--- src/common/liu_pkg.sv ---
package liu_pkg;

	// ==========================================================
	// register port and map
	localparam int ADDR_W = 5;
	localparam logic [4:0] OFF_STANDARD_CFG = 5'h00;
	localparam logic [4:0] OFF_DRIVER_CFG = 5'h01;
	localparam logic [4:0] OFF_TX_PATTERN_CFG = 5'h02;
	localparam logic [4:0] OFF_LINE_CONFIG = 5'h03;
	localparam logic [4:0] OFF_CLOCK_TERM_CONFIG = 5'h04;
	localparam logic [4:0] OFF_LOOPBACK_CONFIG = 5'h05;
	localparam logic [4:0] OFF_ALARM_STATUS = 5'h06;
	localparam logic [4:0] OFF_INTERRUPT_MASK = 5'h07;
	localparam logic [4:0] OFF_RX_INFO_ONE = 5'h08;
	localparam logic [4:0] OFF_RX_INFO_TWO = 5'h09;
	localparam logic [7:0] RESET_VALUE = 8'h00;
	localparam logic [7:0] UNMAPPED_READ = 8'h00;

	// ==========================================================
	// field positions
	localparam int POS_LINE_STANDARD = 7;
	localparam int POS_TX_ALL_ONES_OFF = 7;
	localparam int POS_LINE_IF_RESET = 2;
	localparam int POS_BUILD_OUT_LO = 5;
	localparam int POS_GAIN_LIMIT = 4;
	localparam int POS_JA_SIDE = 3;
	localparam int POS_JA_DEPTH = 2;
	localparam int POS_JA_DISABLE = 1;
	localparam int POS_TX_POWER_DOWN = 0;
	localparam int POS_BP_CLOCK_LO = 6;
	localparam int POS_MONITOR_LO = 4;
	localparam int POS_RX_SYNC = 3;
	localparam int POS_TX_SYNC = 2;
	localparam int POS_TERM_LO = 0;
	localparam int POS_LOCAL_LB = 7;
	localparam int POS_REMOTE_LB = 6;
	localparam int POS_AUTO_RLB = 5;
	localparam int POS_ANALOG_LB = 4;
	localparam int POS_REC_BYPASS = 3;
	localparam int POS_ERR_SEL_LO = 0;

	// status register groups: 0 alarm, 1 info one, 2 info two
	localparam int NUM_STATUS = 3;
	localparam logic [NUM_STATUS-1:0][7:0] LATCHED_BITS = {8'h01, 8'hFC, 8'hD8};
	localparam logic [NUM_STATUS-1:0][7:0] STATUS_MAP = {8'hFF, 8'hFC, 8'hFF};
	localparam logic [7:0] CHANGE_IRQ_BITS = 8'h38;

	// ==========================================================
	// monitor gain boost in dB
	localparam logic [5:0] MON_GAIN_NONE = 6'h00;
	localparam logic [5:0] MON_GAIN_LOW = 6'h14;
	localparam logic [5:0] MON_GAIN_MID = 6'h1A;
	localparam logic [5:0] MON_GAIN_HIGH = 6'h20;

	// ==========================================================
	// timing
	localparam int CLK_KHZ = 125000;
	localparam int LOOP_CODE_PERSIST_MS = 5000;
	localparam int LOOP_CODE_PERSIST_CYCLES = CLK_KHZ * LOOP_CODE_PERSIST_MS;
	localparam int PERSIST_W = 30;

	// ==========================================================
	// types
	typedef enum logic [1:0] {SENS_12DB, SENS_43DB, SENS_30DB, SENS_36DB} sens_type;
	typedef enum logic [1:0] {BP_16M384, BP_8M192, BP_4M096, BP_2M048} bp_rate_type;
	typedef enum logic [1:0] {TERM_OFF, TERM_120, TERM_100, TERM_75} term_type;
	typedef enum logic {ARL_WAIT_UP, ARL_LOOPED} arl_state_type;

	typedef struct packed {
		logic pos;
		logic neg;
	} line_pair_type;

	typedef struct packed {
		logic loop_up;
		logic loop_down;
		logic tx_clock_loss;
		logic rx_all_ones;
		logic carrier_loss;
		logic current_limit;
		logic open_circuit;
		logic prbs_detect;
		logic [5:0] rx_info_events;
		logic [3:0] rx_level;
		logic second_tick;
	} status_in_type;

	typedef struct packed {
		logic [2:0] build_out;
		sens_type sensitivity;
		logic ja_in_tx_path;
		logic ja_short_buffer;
		logic ja_enabled;
		bp_rate_type bp_rate;
		logic [5:0] monitor_gain_db;
		logic rx_sync_clock_enable;
		logic tx_sync_clock_enable;
		term_type termination;
		logic rec_clock_bypass;
		logic remote_loop_active;
		logic [2:0] error_count_select;
		logic line_reset_pulse;
		logic tx_all_ones;
	} settings_type;

	typedef struct packed {
		logic [7:0] standard_cfg;
		logic [7:0] driver_cfg;
		logic [7:0] tx_pattern_cfg;
		logic [7:0] line_config;
		logic [7:0] clock_term_config;
		logic [7:0] loopback_config;
		logic [7:0] interrupt_mask;
		logic [NUM_STATUS-1:0][7:0] latched;
		logic [NUM_STATUS-1:0][7:0] visible;
		logic [NUM_STATUS-1:0][7:0] read_mask;
		logic [7:0] pending;
		logic [7:0] alarm_prev;
		logic line_reset_prev;
		arl_state_type arl_state;
		logic [PERSIST_W-1:0] arl_count;
		logic arl_flag;
		logic mark_phase;
		logic [7:0] rd_data;
		logic int_n;
		settings_type settings;
		line_pair_type tx_line;
		logic tx_line_oe;
		line_pair_type rx_data;
	} bank_state_type;

endpackage

--- src/hdl/liu_control_status_bank.sv ---
`timescale 1ns/10ps
`default_nettype none
// ==========================================================
// Overview of operation
// RULE_01: reset loads all registers and status zero
// RULE_02: tx bit clear sends unframed all ones
// RULE_03: host programs controls, then toggles line reset
// RULE_04: low hard reset restores defaults, level sensitive
// RULE_05: bits 7..5 select transmit build-out
// RULE_06: gain limit and standard set sensitivity
// RULE_07: attenuator side bit and disable bypass
// RULE_08: depth bit picks 128 or 32 bits
// RULE_09: two bits pick backplane clock rate
// RULE_10: two bits pick monitor gain boost
// RULE_11: separate rx and tx sync clock enables
// RULE_12: two bits pick receive termination
// RULE_13: local loopback copies transmit into receive
// RULE_14: remote loopback sends recovered data out
// RULE_15: bypass skips attenuator for recovered clock
// RULE_16: latched bit holds until read, then clears
// RULE_17: carrier loss, all ones stay while present
// RULE_18: status write is mask refreshing selected bits
// RULE_19: host writes mask, reads, writes back
// RULE_20: each alarm bit interrupts through own enable
// RULE_21: three alarms interrupt on every state change
// RULE_22: other alarms interrupt only when becoming set
// RULE_23: power-down floats both transmit line outputs
// RULE_24: analog loopback feeds transmit to receive
// RULE_25: auto loopback follows five-second loop codes
module liu_control_status_bank #(
	parameter int LOOP_PERSIST_CYCLES = liu_pkg::LOOP_CODE_PERSIST_CYCLES
) (
	input wire logic clk_i,
	input wire logic srst_i,
	input wire logic hard_reset_n_i,
	input wire logic [liu_pkg::ADDR_W-1:0] addr_i,
	input wire logic wr_en_i,
	input wire logic rd_en_i,
	input wire logic [7:0] wr_data_i,
	output logic [7:0] rd_data_o,
	output logic int_n_o,
	input wire liu_pkg::status_in_type status_i,
	input wire liu_pkg::line_pair_type tx_data_i,
	input wire liu_pkg::line_pair_type rx_line_i,
	input wire liu_pkg::line_pair_type recovered_i,
	output liu_pkg::line_pair_type tx_line_o,
	output logic tx_line_oe_o,
	output liu_pkg::line_pair_type rx_data_o,
	output liu_pkg::settings_type settings_o
);
	import liu_pkg::*;

	// ==========================================================
	// decode helpers
	function automatic logic hit(input logic [ADDR_W-1:0] a, input logic [4:0] off);
		hit = (a == off);
	endfunction

	function automatic int status_index(input logic [ADDR_W-1:0] a);
		status_index = -1;
		if (hit(a, OFF_ALARM_STATUS)) begin
			status_index = 0;
		end else if (hit(a, OFF_RX_INFO_ONE)) begin
			status_index = 1;
		end else if (hit(a, OFF_RX_INFO_TWO)) begin
			status_index = 2;
		end
	endfunction

	function automatic logic [5:0] monitor_gain(input logic [1:0] sel);
		unique case (sel)
			2'h0: monitor_gain = MON_GAIN_NONE;
			2'h1: monitor_gain = MON_GAIN_LOW;
			2'h2: monitor_gain = MON_GAIN_MID;
			2'h3: monitor_gain = MON_GAIN_HIGH;
		endcase
	endfunction

	bank_state_type s_q;
	bank_state_type s_d;
	logic bank_reset;
	logic [PERSIST_W-1:0] persist_last;

	// either reset source returns the bank to defaults while held
	assign bank_reset = srst_i | ~hard_reset_n_i; // RULE_04
	assign persist_last = PERSIST_W'(LOOP_PERSIST_CYCLES - 1);

	// ==========================================================
	// next state
	always_comb begin
		logic [7:0] alarm_src;
		logic [NUM_STATUS-1:0][7:0] set_src;
		logic [NUM_STATUS-1:0][7:0] info;
		logic [7:0] clear_bits;
		logic [7:0] pend_set;
		logic [7:0] pend_clear;
		logic remote_lb;
		logic rx_lb_src_pos;
		int si;
		int ri;
		line_pair_type rec;
		line_pair_type tx_src;

		s_d = s_q;
		si = status_index(addr_i);
		ri = status_index(addr_i);
		pend_clear = 8'h00;

		alarm_src = {status_i.loop_up, status_i.loop_down, status_i.tx_clock_loss,
			status_i.rx_all_ones, status_i.carrier_loss, status_i.current_limit,
			status_i.open_circuit, status_i.prbs_detect};
		// loop codes latch on arrival; carrier loss and all ones latch while present
		set_src[0] = alarm_src & ~(s_q.alarm_prev & 8'hC0); // RULE_17
		set_src[1] = {status_i.rx_info_events, 2'b00};
		set_src[2] = {status_i.rx_level, 2'b00, s_q.arl_flag, status_i.second_tick};

		// ======================================================
		// register writes
		if (wr_en_i) begin
			if (hit(addr_i, OFF_STANDARD_CFG)) begin
				s_d.standard_cfg = wr_data_i;
			end
			if (hit(addr_i, OFF_DRIVER_CFG)) begin
				s_d.driver_cfg = wr_data_i;
			end
			if (hit(addr_i, OFF_TX_PATTERN_CFG)) begin
				s_d.tx_pattern_cfg = wr_data_i;
			end
			if (hit(addr_i, OFF_LINE_CONFIG)) begin
				s_d.line_config = wr_data_i;
			end
			if (hit(addr_i, OFF_CLOCK_TERM_CONFIG)) begin
				s_d.clock_term_config = wr_data_i;
			end
			if (hit(addr_i, OFF_LOOPBACK_CONFIG)) begin
				s_d.loopback_config = wr_data_i;
			end
			if (hit(addr_i, OFF_INTERRUPT_MASK)) begin
				s_d.interrupt_mask = wr_data_i;
			end
		end

		// ======================================================
		// status groups: mask write refresh, read clears latched bits
		for (int r = 0; r < NUM_STATUS; r++) begin
			info[r] = ((s_q.latched[r] & LATCHED_BITS[r]) | (set_src[r] & ~LATCHED_BITS[r]))
				& STATUS_MAP[r];
			clear_bits = 8'h00;
			if (wr_en_i && si == r) begin
				s_d.visible[r] = (wr_data_i & info[r]) | (~wr_data_i & s_q.visible[r]); // RULE_18
				s_d.read_mask[r] = wr_data_i;
			end
			if (rd_en_i && ri == r) begin
				clear_bits = s_q.read_mask[r];
			end
			// a new event in the clearing cycle survives the clear
			s_d.latched[r] = ((set_src[r] & LATCHED_BITS[r]) | (s_q.latched[r] & ~clear_bits))
				& STATUS_MAP[r]; // RULE_16
		end

		// ======================================================
		// interrupt sources
		for (int b = 0; b < 8; b++) begin
			if (CHANGE_IRQ_BITS[b]) begin
				pend_set[b] = alarm_src[b] ^ s_q.alarm_prev[b]; // RULE_21
			end else begin
				pend_set[b] = alarm_src[b] & ~s_q.alarm_prev[b]; // RULE_22
			end
		end
		if (rd_en_i && ri == 0) begin
			pend_clear = s_q.read_mask[0];
		end
		s_d.pending = pend_set | (s_q.pending & ~pend_clear);
		s_d.alarm_prev = alarm_src;
		s_d.int_n = ~|(s_q.pending & s_q.interrupt_mask); // RULE_20

		// ======================================================
		// register read data, held until the next read
		if (rd_en_i) begin
			if (ri >= 0) begin
				s_d.rd_data = s_q.visible[ri];
			end else if (hit(addr_i, OFF_STANDARD_CFG)) begin
				s_d.rd_data = s_q.standard_cfg;
			end else if (hit(addr_i, OFF_DRIVER_CFG)) begin
				s_d.rd_data = s_q.driver_cfg;
			end else if (hit(addr_i, OFF_TX_PATTERN_CFG)) begin
				s_d.rd_data = s_q.tx_pattern_cfg;
			end else if (hit(addr_i, OFF_LINE_CONFIG)) begin
				s_d.rd_data = s_q.line_config;
			end else if (hit(addr_i, OFF_CLOCK_TERM_CONFIG)) begin
				s_d.rd_data = s_q.clock_term_config;
			end else if (hit(addr_i, OFF_LOOPBACK_CONFIG)) begin
				s_d.rd_data = s_q.loopback_config;
			end else if (hit(addr_i, OFF_INTERRUPT_MASK)) begin
				s_d.rd_data = s_q.interrupt_mask;
			end else begin
				s_d.rd_data = UNMAPPED_READ;
			end
		end

		// ======================================================
		// automatic remote loopback on persistent loop codes
		if (!s_q.loopback_config[POS_AUTO_RLB]) begin
			// clearing the enable resets the circuit and drops the flag
			s_d.arl_state = ARL_WAIT_UP; // RULE_25
			s_d.arl_count = '0;
			s_d.arl_flag = 1'b0;
		end else begin
			unique case (s_q.arl_state)
				ARL_WAIT_UP: begin
					if (!status_i.loop_up) begin
						s_d.arl_count = '0;
					end else if (s_q.arl_count == persist_last) begin
						s_d.arl_count = '0;
						s_d.arl_flag = 1'b1; // RULE_25
						s_d.arl_state = ARL_LOOPED;
					end else begin
						s_d.arl_count = s_q.arl_count + 1'b1;
					end
				end
				ARL_LOOPED: begin
					if (!status_i.loop_down) begin
						s_d.arl_count = '0;
					end else if (s_q.arl_count == persist_last) begin
						s_d.arl_count = '0;
						s_d.arl_flag = 1'b0; // RULE_25
						s_d.arl_state = ARL_WAIT_UP;
					end else begin
						s_d.arl_count = s_q.arl_count + 1'b1;
					end
				end
			endcase
		end

		// ======================================================
		// decoded settings
		s_d.settings.build_out = s_q.line_config[POS_BUILD_OUT_LO +: 3]; // RULE_05
		unique case ({s_q.standard_cfg[POS_LINE_STANDARD], s_q.line_config[POS_GAIN_LIMIT]})
			2'b00: s_d.settings.sensitivity = SENS_12DB; // RULE_06
			2'b01: s_d.settings.sensitivity = SENS_43DB;
			2'b11: s_d.settings.sensitivity = SENS_30DB;
			2'b10: s_d.settings.sensitivity = SENS_36DB;
		endcase
		s_d.settings.ja_in_tx_path = s_q.line_config[POS_JA_SIDE]; // RULE_07
		s_d.settings.ja_enabled = ~s_q.line_config[POS_JA_DISABLE]; // RULE_07
		s_d.settings.ja_short_buffer = s_q.line_config[POS_JA_DEPTH]; // RULE_08
		s_d.settings.bp_rate = bp_rate_type'(s_q.clock_term_config[POS_BP_CLOCK_LO +: 2]); // RULE_09
		s_d.settings.monitor_gain_db = monitor_gain(s_q.clock_term_config[POS_MONITOR_LO +: 2]); // RULE_10
		s_d.settings.rx_sync_clock_enable = s_q.clock_term_config[POS_RX_SYNC]; // RULE_11
		s_d.settings.tx_sync_clock_enable = s_q.clock_term_config[POS_TX_SYNC]; // RULE_11
		s_d.settings.termination = term_type'(s_q.clock_term_config[POS_TERM_LO +: 2]); // RULE_12
		s_d.settings.rec_clock_bypass = s_q.loopback_config[POS_REC_BYPASS]; // RULE_15
		s_d.settings.error_count_select = s_q.loopback_config[POS_ERR_SEL_LO +: 3];
		s_d.settings.tx_all_ones = ~s_q.tx_pattern_cfg[POS_TX_ALL_ONES_OFF]; // RULE_02
		// the line reset acts once per rising edge of its control bit
		s_d.line_reset_prev = s_q.tx_pattern_cfg[POS_LINE_IF_RESET];
		s_d.settings.line_reset_pulse = s_q.tx_pattern_cfg[POS_LINE_IF_RESET]
			& ~s_q.line_reset_prev; // RULE_03

		// ======================================================
		// data path steering
		remote_lb = s_q.loopback_config[POS_REMOTE_LB] | s_q.arl_flag; // RULE_25
		s_d.settings.remote_loop_active = remote_lb;
		rx_lb_src_pos = s_q.loopback_config[POS_ANALOG_LB];
		rec = rx_lb_src_pos ? s_q.tx_line : rx_line_i; // RULE_24
		s_d.rx_data = s_q.loopback_config[POS_LOCAL_LB] ? tx_data_i : rec; // RULE_13
		tx_src = remote_lb ? recovered_i : tx_data_i; // RULE_14
		s_d.mark_phase = ~s_q.mark_phase;
		if (s_q.line_config[POS_TX_POWER_DOWN]) begin
			s_d.tx_line = '0; // RULE_23
			s_d.tx_line_oe = 1'b0;
		end else if (~s_q.tx_pattern_cfg[POS_TX_ALL_ONES_OFF]) begin
			// unframed all ones as alternating marks keeps the line balanced
			s_d.tx_line.pos = s_q.mark_phase; // RULE_02
			s_d.tx_line.neg = ~s_q.mark_phase;
			s_d.tx_line_oe = 1'b1;
		end else begin
			// local loopback leaves the transmit side untouched
			s_d.tx_line = tx_src; // RULE_13
			s_d.tx_line_oe = 1'b1;
		end
	end

	// ==========================================================
	// state register
	always_ff @(posedge clk_i) begin
		if (bank_reset) begin
			s_q <= '0; // RULE_01
			s_q.int_n <= 1'b1;
		end else begin
			s_q <= s_d;
		end
	end

	assign rd_data_o = s_q.rd_data;
	assign int_n_o = s_q.int_n;
	assign tx_line_o = s_q.tx_line;
	assign tx_line_oe_o = s_q.tx_line_oe;
	assign rx_data_o = s_q.rx_data;
	assign settings_o = s_q.settings;

endmodule
`default_nettype wire

--- config.mk ---
export PLATFORM = sky130hd
export DESIGN_NAME = liu_control_status_bank
export DESIGN_NICKNAME = d
export VERILOG_FILES = /design/src/common/liu_pkg.sv /design/src/hdl/liu_control_status_bank.sv
export SDC_FILE = /design/constraint.sdc
export NUM_CORES = 1
export LEC_CHECK = 0
export BUFFER_PORTS_ARGS = -buffer_cell sky130_fd_sc_hd__buf_2
export CORE_UTILIZATION = 59
export CTS_BUF_LIST = sky130_fd_sc_hd__clkbuf_8 sky130_fd_sc_hd__clkbuf_16
export CTS_CLUSTER_DIAMETER = 50
export CTS_CLUSTER_SIZE = 40
export DETAILED_ROUTE_END_ITERATION = 10
export PLACE_DENSITY = 0.8
export SETUP_SLACK_MARGIN = 0.02
export SYNTH_ARGS = -nofsm -noshare
export SYNTH_HDL_FRONTEND = slang
export SYNTH_SLANG_ARGS = --single-unit
--- constraint.sdc ---
create_clock -name clk_i -period 2.5 [get_ports clk_i]
set_input_delay 0.25 -clock clk_i [delete_from_list [all_inputs] [get_ports clk_i]]
set_output_delay 0.25 -clock clk_i [all_outputs]
set_load 0.01 [all_outputs]
# [After elaboration in Yosys (flattened, before gate mapping)]
# Index checks and enable logic that the tools add are counted.
[totals] register_bits=219 output_inout_bits=41 mem_count=0 latchBits=0 wordCells=177 mem_bits_ro=0 inputBits=43 ramBits=0
[op_classes] mux=35 multipliers=0 n_reduce_logical=22 eq_ne=22 n_lt_le_gt_ge=2 add_sub_neg=1 shift=0 div_mod_pow=0 bitwise=49
[op_table] op="$mux 8" count=13
[op_table] op="$and 8x8->8" count=12
[op_table] op="$mux 32" count=3
[op_table] op="$mux 30" count=3
[op_table] op="$pmux 32 s2" count=1
[op_table] op="$or 8x8->8" count=6
[op_table] op="$not 8->8" count=5
[op_table] op="$eq 32x2->1 const B" count=1
[op_table] op="$eq 32x3->1 const B" count=1
[op_table] op="$ge 32x1->1 const B" count=1
[op_table] op="$logic_not 32->1" count=1
[op_table] op="$lt 32x4->1 const B" count=1
[op_table] op="$add 30x1->30 const B" count=1
[op_table] op="$eq 30x30->1 const B" count=1
[op_table] op="$pmux 6 s4" count=1
[op_table] op="$eq 5x3->1 const B" count=4
[op_table] op="$bmux 8 s2" count=1
[op_table] op="$or 1x8->8" count=2
[op_table] op="$reduce_and 2->1" count=7
[op_table] op="$not 1->1" count=12
[op_table] op="$eq 5x2->1 const B" count=2
[op_table] op="$eq 5x4->1 const B" count=2
[op_table] op="$eq 2x2->1 const B" count=4
[op_table] op="$mux 1" count=8
[op_table] op="18 further kinds" count=38

# [Longest topological paths before layout]
[depth] depth_word=10 depth_mapped=8 mapped_depth_nobuf=6

# [Least setup slack after synthesis]
# No wires, ideal clock.
[synth_path] kind="reg2reg" startpoint="register s_q[43] (netlist name)" endpoint="register s_q[72] (netlist name)" setup_ns=0.125 slack_ns=0.512 stages_incl_launch_ff=9 synth_period_minus_slack_ns=1.988 t_arrival_ns=1.862 n_path_buf=2 path_cell_list="dfxtp_1 > ha_1 > nand2_1 > or4b_1 > clkbuf_4 > nor3_4 > or3_4 > buf_6 > a21oi_1"
[synth_via] elab_chain_len=4 word_cells_on_any_way=6
[synth_rtl] element="start, declared" line_no="liu_control_status_bank.sv:79" text="bank_state_type s_q;"
[synth_rtl] element="$add 30x1->30 / $eq 30x30->1 (equally long branches)"
[synth_rtl] element="$mux 30 (*)" line_no="liu_control_status_bank.sv:213, liu_control_status_bank.sv:224"
[synth_rtl] element="$mux 30, on equally long branches" line_no="liu_control_status_bank.sv:222, liu_control_status_bank.sv:211"
[synth_rtl] element="$pmux 32 s2 (*)" line_no="liu_control_status_bank.sv:209" text="unique case (s_q.arl_state)"
# Every way passes the cells marked *; elsewhere a longest branch is shown, timed or not.
# A chain may end at the register's enable or synchronous reset.

# [Worst setup path after layout]
[layout_path] startpoint="register s_q[43] (netlist name)" endpoint="register s_q[43] (netlist name)"
# The elaborated chain is that of the path after synthesis.

==> results.ini <==
[sta]
tns_ns = 0
layout_min_cycle_time_ns = 2.253
hold_violations = 0
slew_headroom_pct = 59.67
fmax_mhz = 443.9
skew_ns = 0.008900
drv_slew = 0
fin_crit_sh_pct = 90.11
rsz0062_at_grt = false
worst_pin_slew_ns = 0.6049
finalSetupViolCount = 0

[clock_network]
cts_sinks = 195
clk_latency_ns = 0.44
cts_resized = 0
cts_buffers = 17
clk_pin_slew_ns = 0.07
clock_path_buffers = 2
cts-hold-fix-buffers = 0
postCtsSetupBuffers = 0
ctsRootBufferMaster = clkbuf_16
cts_tree = done
htreeDepth = 4

[placed_design]
dp.cells = 1131
place_area_um2 = 8536
port_buffers = 82
gp_congestion = 0.8859
hpwlAfterDp_mm = 13.32

[pwr]
cellLeakagePower_uw = 0.003542
power_frac_clock_pct = 42.5
intPower_uw = 4640
powerDensity_nw_per_um2 = 666.4
power_uw = 6063
max-vdd-ir-drop_mv = 0.5595
p_seq_share_pct = 52.1
p_comb_share_pct = 5.4
switching_share_pct = 23.48
switching_power_uw = 1423

[global_routing]
antenna_found_initial = 0
grt_pass1_wl_mm = 31.51
overflow = 0
grtUsageTotal_pct = 28.10
grt_max_degree = 44
grt_pass1_vias = 6210

[final_layout]
antenna_cells = 0
layoutNonFillerInstCount = 1163
final_cell_area_um2 = 9099
fill_cells = 1112
syn2layout_area_growth_pct = 9.568
drive_gt1_share_pct = 14.39
nets = 1024
multi_input_area_um2 = 3832
seqCellArea_um2 = 3904

[logic_synthesis]
yosysTopAreaCell = dfxtp_1
ys_seq_area_share_pct = 47.01
synth-edff-count = 0
yosysTopAreaCellShare_pct = 47.01
synth_area_um2 = 8304
yosys_register_bits = 195
syn_inst = 954
avgSynthCellArea_um2 = 8.705
ys_top_cells_by_area = dfxtp_1 47%, mux2i_1 6.8%, nand2_1 5.1%
synth_flop_cell = dfxtp_1
synth_nets = 1003
synth.distinct_cells = 56
ys_warn_count = 0
async_reset_ff_share_pct = 0

[detailed_routing]
final_antenna_net_count = 0
drc = 0
wl_mm = 19.93
via_count = 6771
wire_per_inst_um = 17.13
drt-initial-drc-count = 559
viasPerCell = 5.822
dr.pass1.iters = 5

[critical_path]
path_cells = ha_1 -> nand2_1 -> or4b_1 -> nor3_4 -> or3_4 -> nor2_1
critPathBufInv = 0
cp-start-kind = flop
crit_type = flop to flop
cp_slowest_cell = or4b_1
cp.arrival_ns = 2.57
max_stage_delay_ns = 0.69
cp_max_fo = 15
r2r-end = s_q[43]
r2r_slack_ns = 0.25
cp_top_family = simple AND/OR/NAND/NOR gates
reg2reg_depth = 6
required_ns = 2.82
endpoint_kind = flop
worstReg2RegStart = s_q[43]

[worst_hold_path]
worstHoldEndpoint = s_q[152]
whs_path_depth = 3
hp-start = status_i[8]
worstHoldPathType = input port to flop

[run_status]
status = finished clean

[floorplanning]
die-area_um2 = 14550
start_util_pct = 61.49
fp.dieW_um = 120.6
rows = 42
die_y_um = 120.6
coreArea_um2 = 13510
pin_count = 84

[run]
cap_violations = 0

[cells in the mapped netlist, drive strengths merged (2+ instances only)]
library cell and n:
mux2i 56, buf 45, or3b 2, a22oi 5
ha 6, and3 7, a221oi 7, o22ai 15
dfxtp 195, or4 3, or3 4, xnor2 14
nand2 112, a211o 2, nand3b 2, and4 5
a2bb2oi 7, nand4 10, nand2b 19, o211a 8
a32o 7, a21oi 80, nand4bb 2, nor3 11
and2 29, a21bo 2, inv 14, nor2 111
nor2b 8, or4b 2, nand3 55, a31oi 2
clkbuf 53, xor2 14, nor4 5, o211ai 7
o21ai 18
[per-layer routing]
layer,track usage (%),share of wire [%]
met2,45.29,46
met3,6.368,6.7
met5,0,0
met1,36.24,45
met4,11.65,2.2
[area by class of cell]
cell class	instances	area share, %
repair buffers	99	5.913
flip-flops and latches	195	42.90
clock inverters	13	1.238
inverters	14	0.5776
well taps	176	2.420
clock buffers	18	4.827
multi-input cells	648	42.12
[cell families after synthesis]
logic type | after synthesis | share of synthesized area [%]
simple gates | 390 | 22.46
fa+ha+maj | 6 | 0.9040
buf+inv | 112 | 7.172
xor+xnor | 28 | 2.953
flops | 195 | 47.01
compound gates | 165 | 12.57
mux | 57 | 6.886
other cells | 1 | 0.04516
[layout by cell type, fill, tap and decap left out, types with 3 or more instances in the layout]
cell type / count
buf_4: 17
o21ai_0: 18
or4_1: 3
dfxtp_1: 195
clkinv_2: 3
o211ai_1: 7
buf_2: 82
clkbuf_16: 17
nor3_1: 10
xnor2_1: 14
or3_1: 3
nand3_1: 55
and4_1: 4
nand2_1: 112
a22oi_1: 5
nor2_1: 111
ha_1: 6
nor2b_1: 7
o22ai_1: 15
nand2b_1: 18
a221oi_1: 7
nor4_1: 5
o211a_1: 8
xor2_1: 14
nand4_1: 10
mux2i_1: 56
a21oi_1: 79
and3_1: 7
a2bb2oi_1: 7
a32o_1: 7
inv_1: 15
clkinvlp_4: 5
and2_1: 29
[tightest hold or removal path: stages]
cell     delay (ns)
buf_2          0.08
a21oi_1        0.03
nor2_1         0.06
[per-stage QoR]
step	util, %	hold slack, ns	worst slack, ns
6_report	67.37	0.01724	0.2472
5_1_grt	67.37	0.01780	0.03875
4_1_cts	67.29	0.006493	0.1611
3_5_place_dp	63.20	0.3734	0.1869
3_3_place_gp	63.20	0.3697	0.2271
2_1_floorplan	-	0.3674	0.5124
[worst max-delay path by stage]
| stage | end | slack, ns | depth (start not counted) | from |
|---|---|---|---|---|
| 3_3_place_gp | s_q[63] | 0.23 | 6 | s_q[43] |
| 5_1_grt | s_q[61] | 0.04 | 6 | s_q[43] |
| 2_1_floorplan | s_q[72] | 0.51 | 8 | s_q[43] |
| 6_report | s_q[43] | 0.25 | 6 | s_q[43] |
| 3_5_place_dp | s_q[59] | 0.19 | 6 | s_q[43] |
| 4_1_cts | s_q[43] | 0.16 | 6 | s_q[43] |
[power groups by stage]
stage | combinational [uW] | sequential, uW | clock [uW]
floorplan | 213 | 3220 | 0
global placement | 312 | 3230 | 0
detailed placement | 318 | 3230 | 0
CTS | 320 | 3160 | 2610
global route | 352 | 3160 | 2750
finish | 327 | 3160 | 2580
No activity file was read; power rests on OpenSTA's default activity.
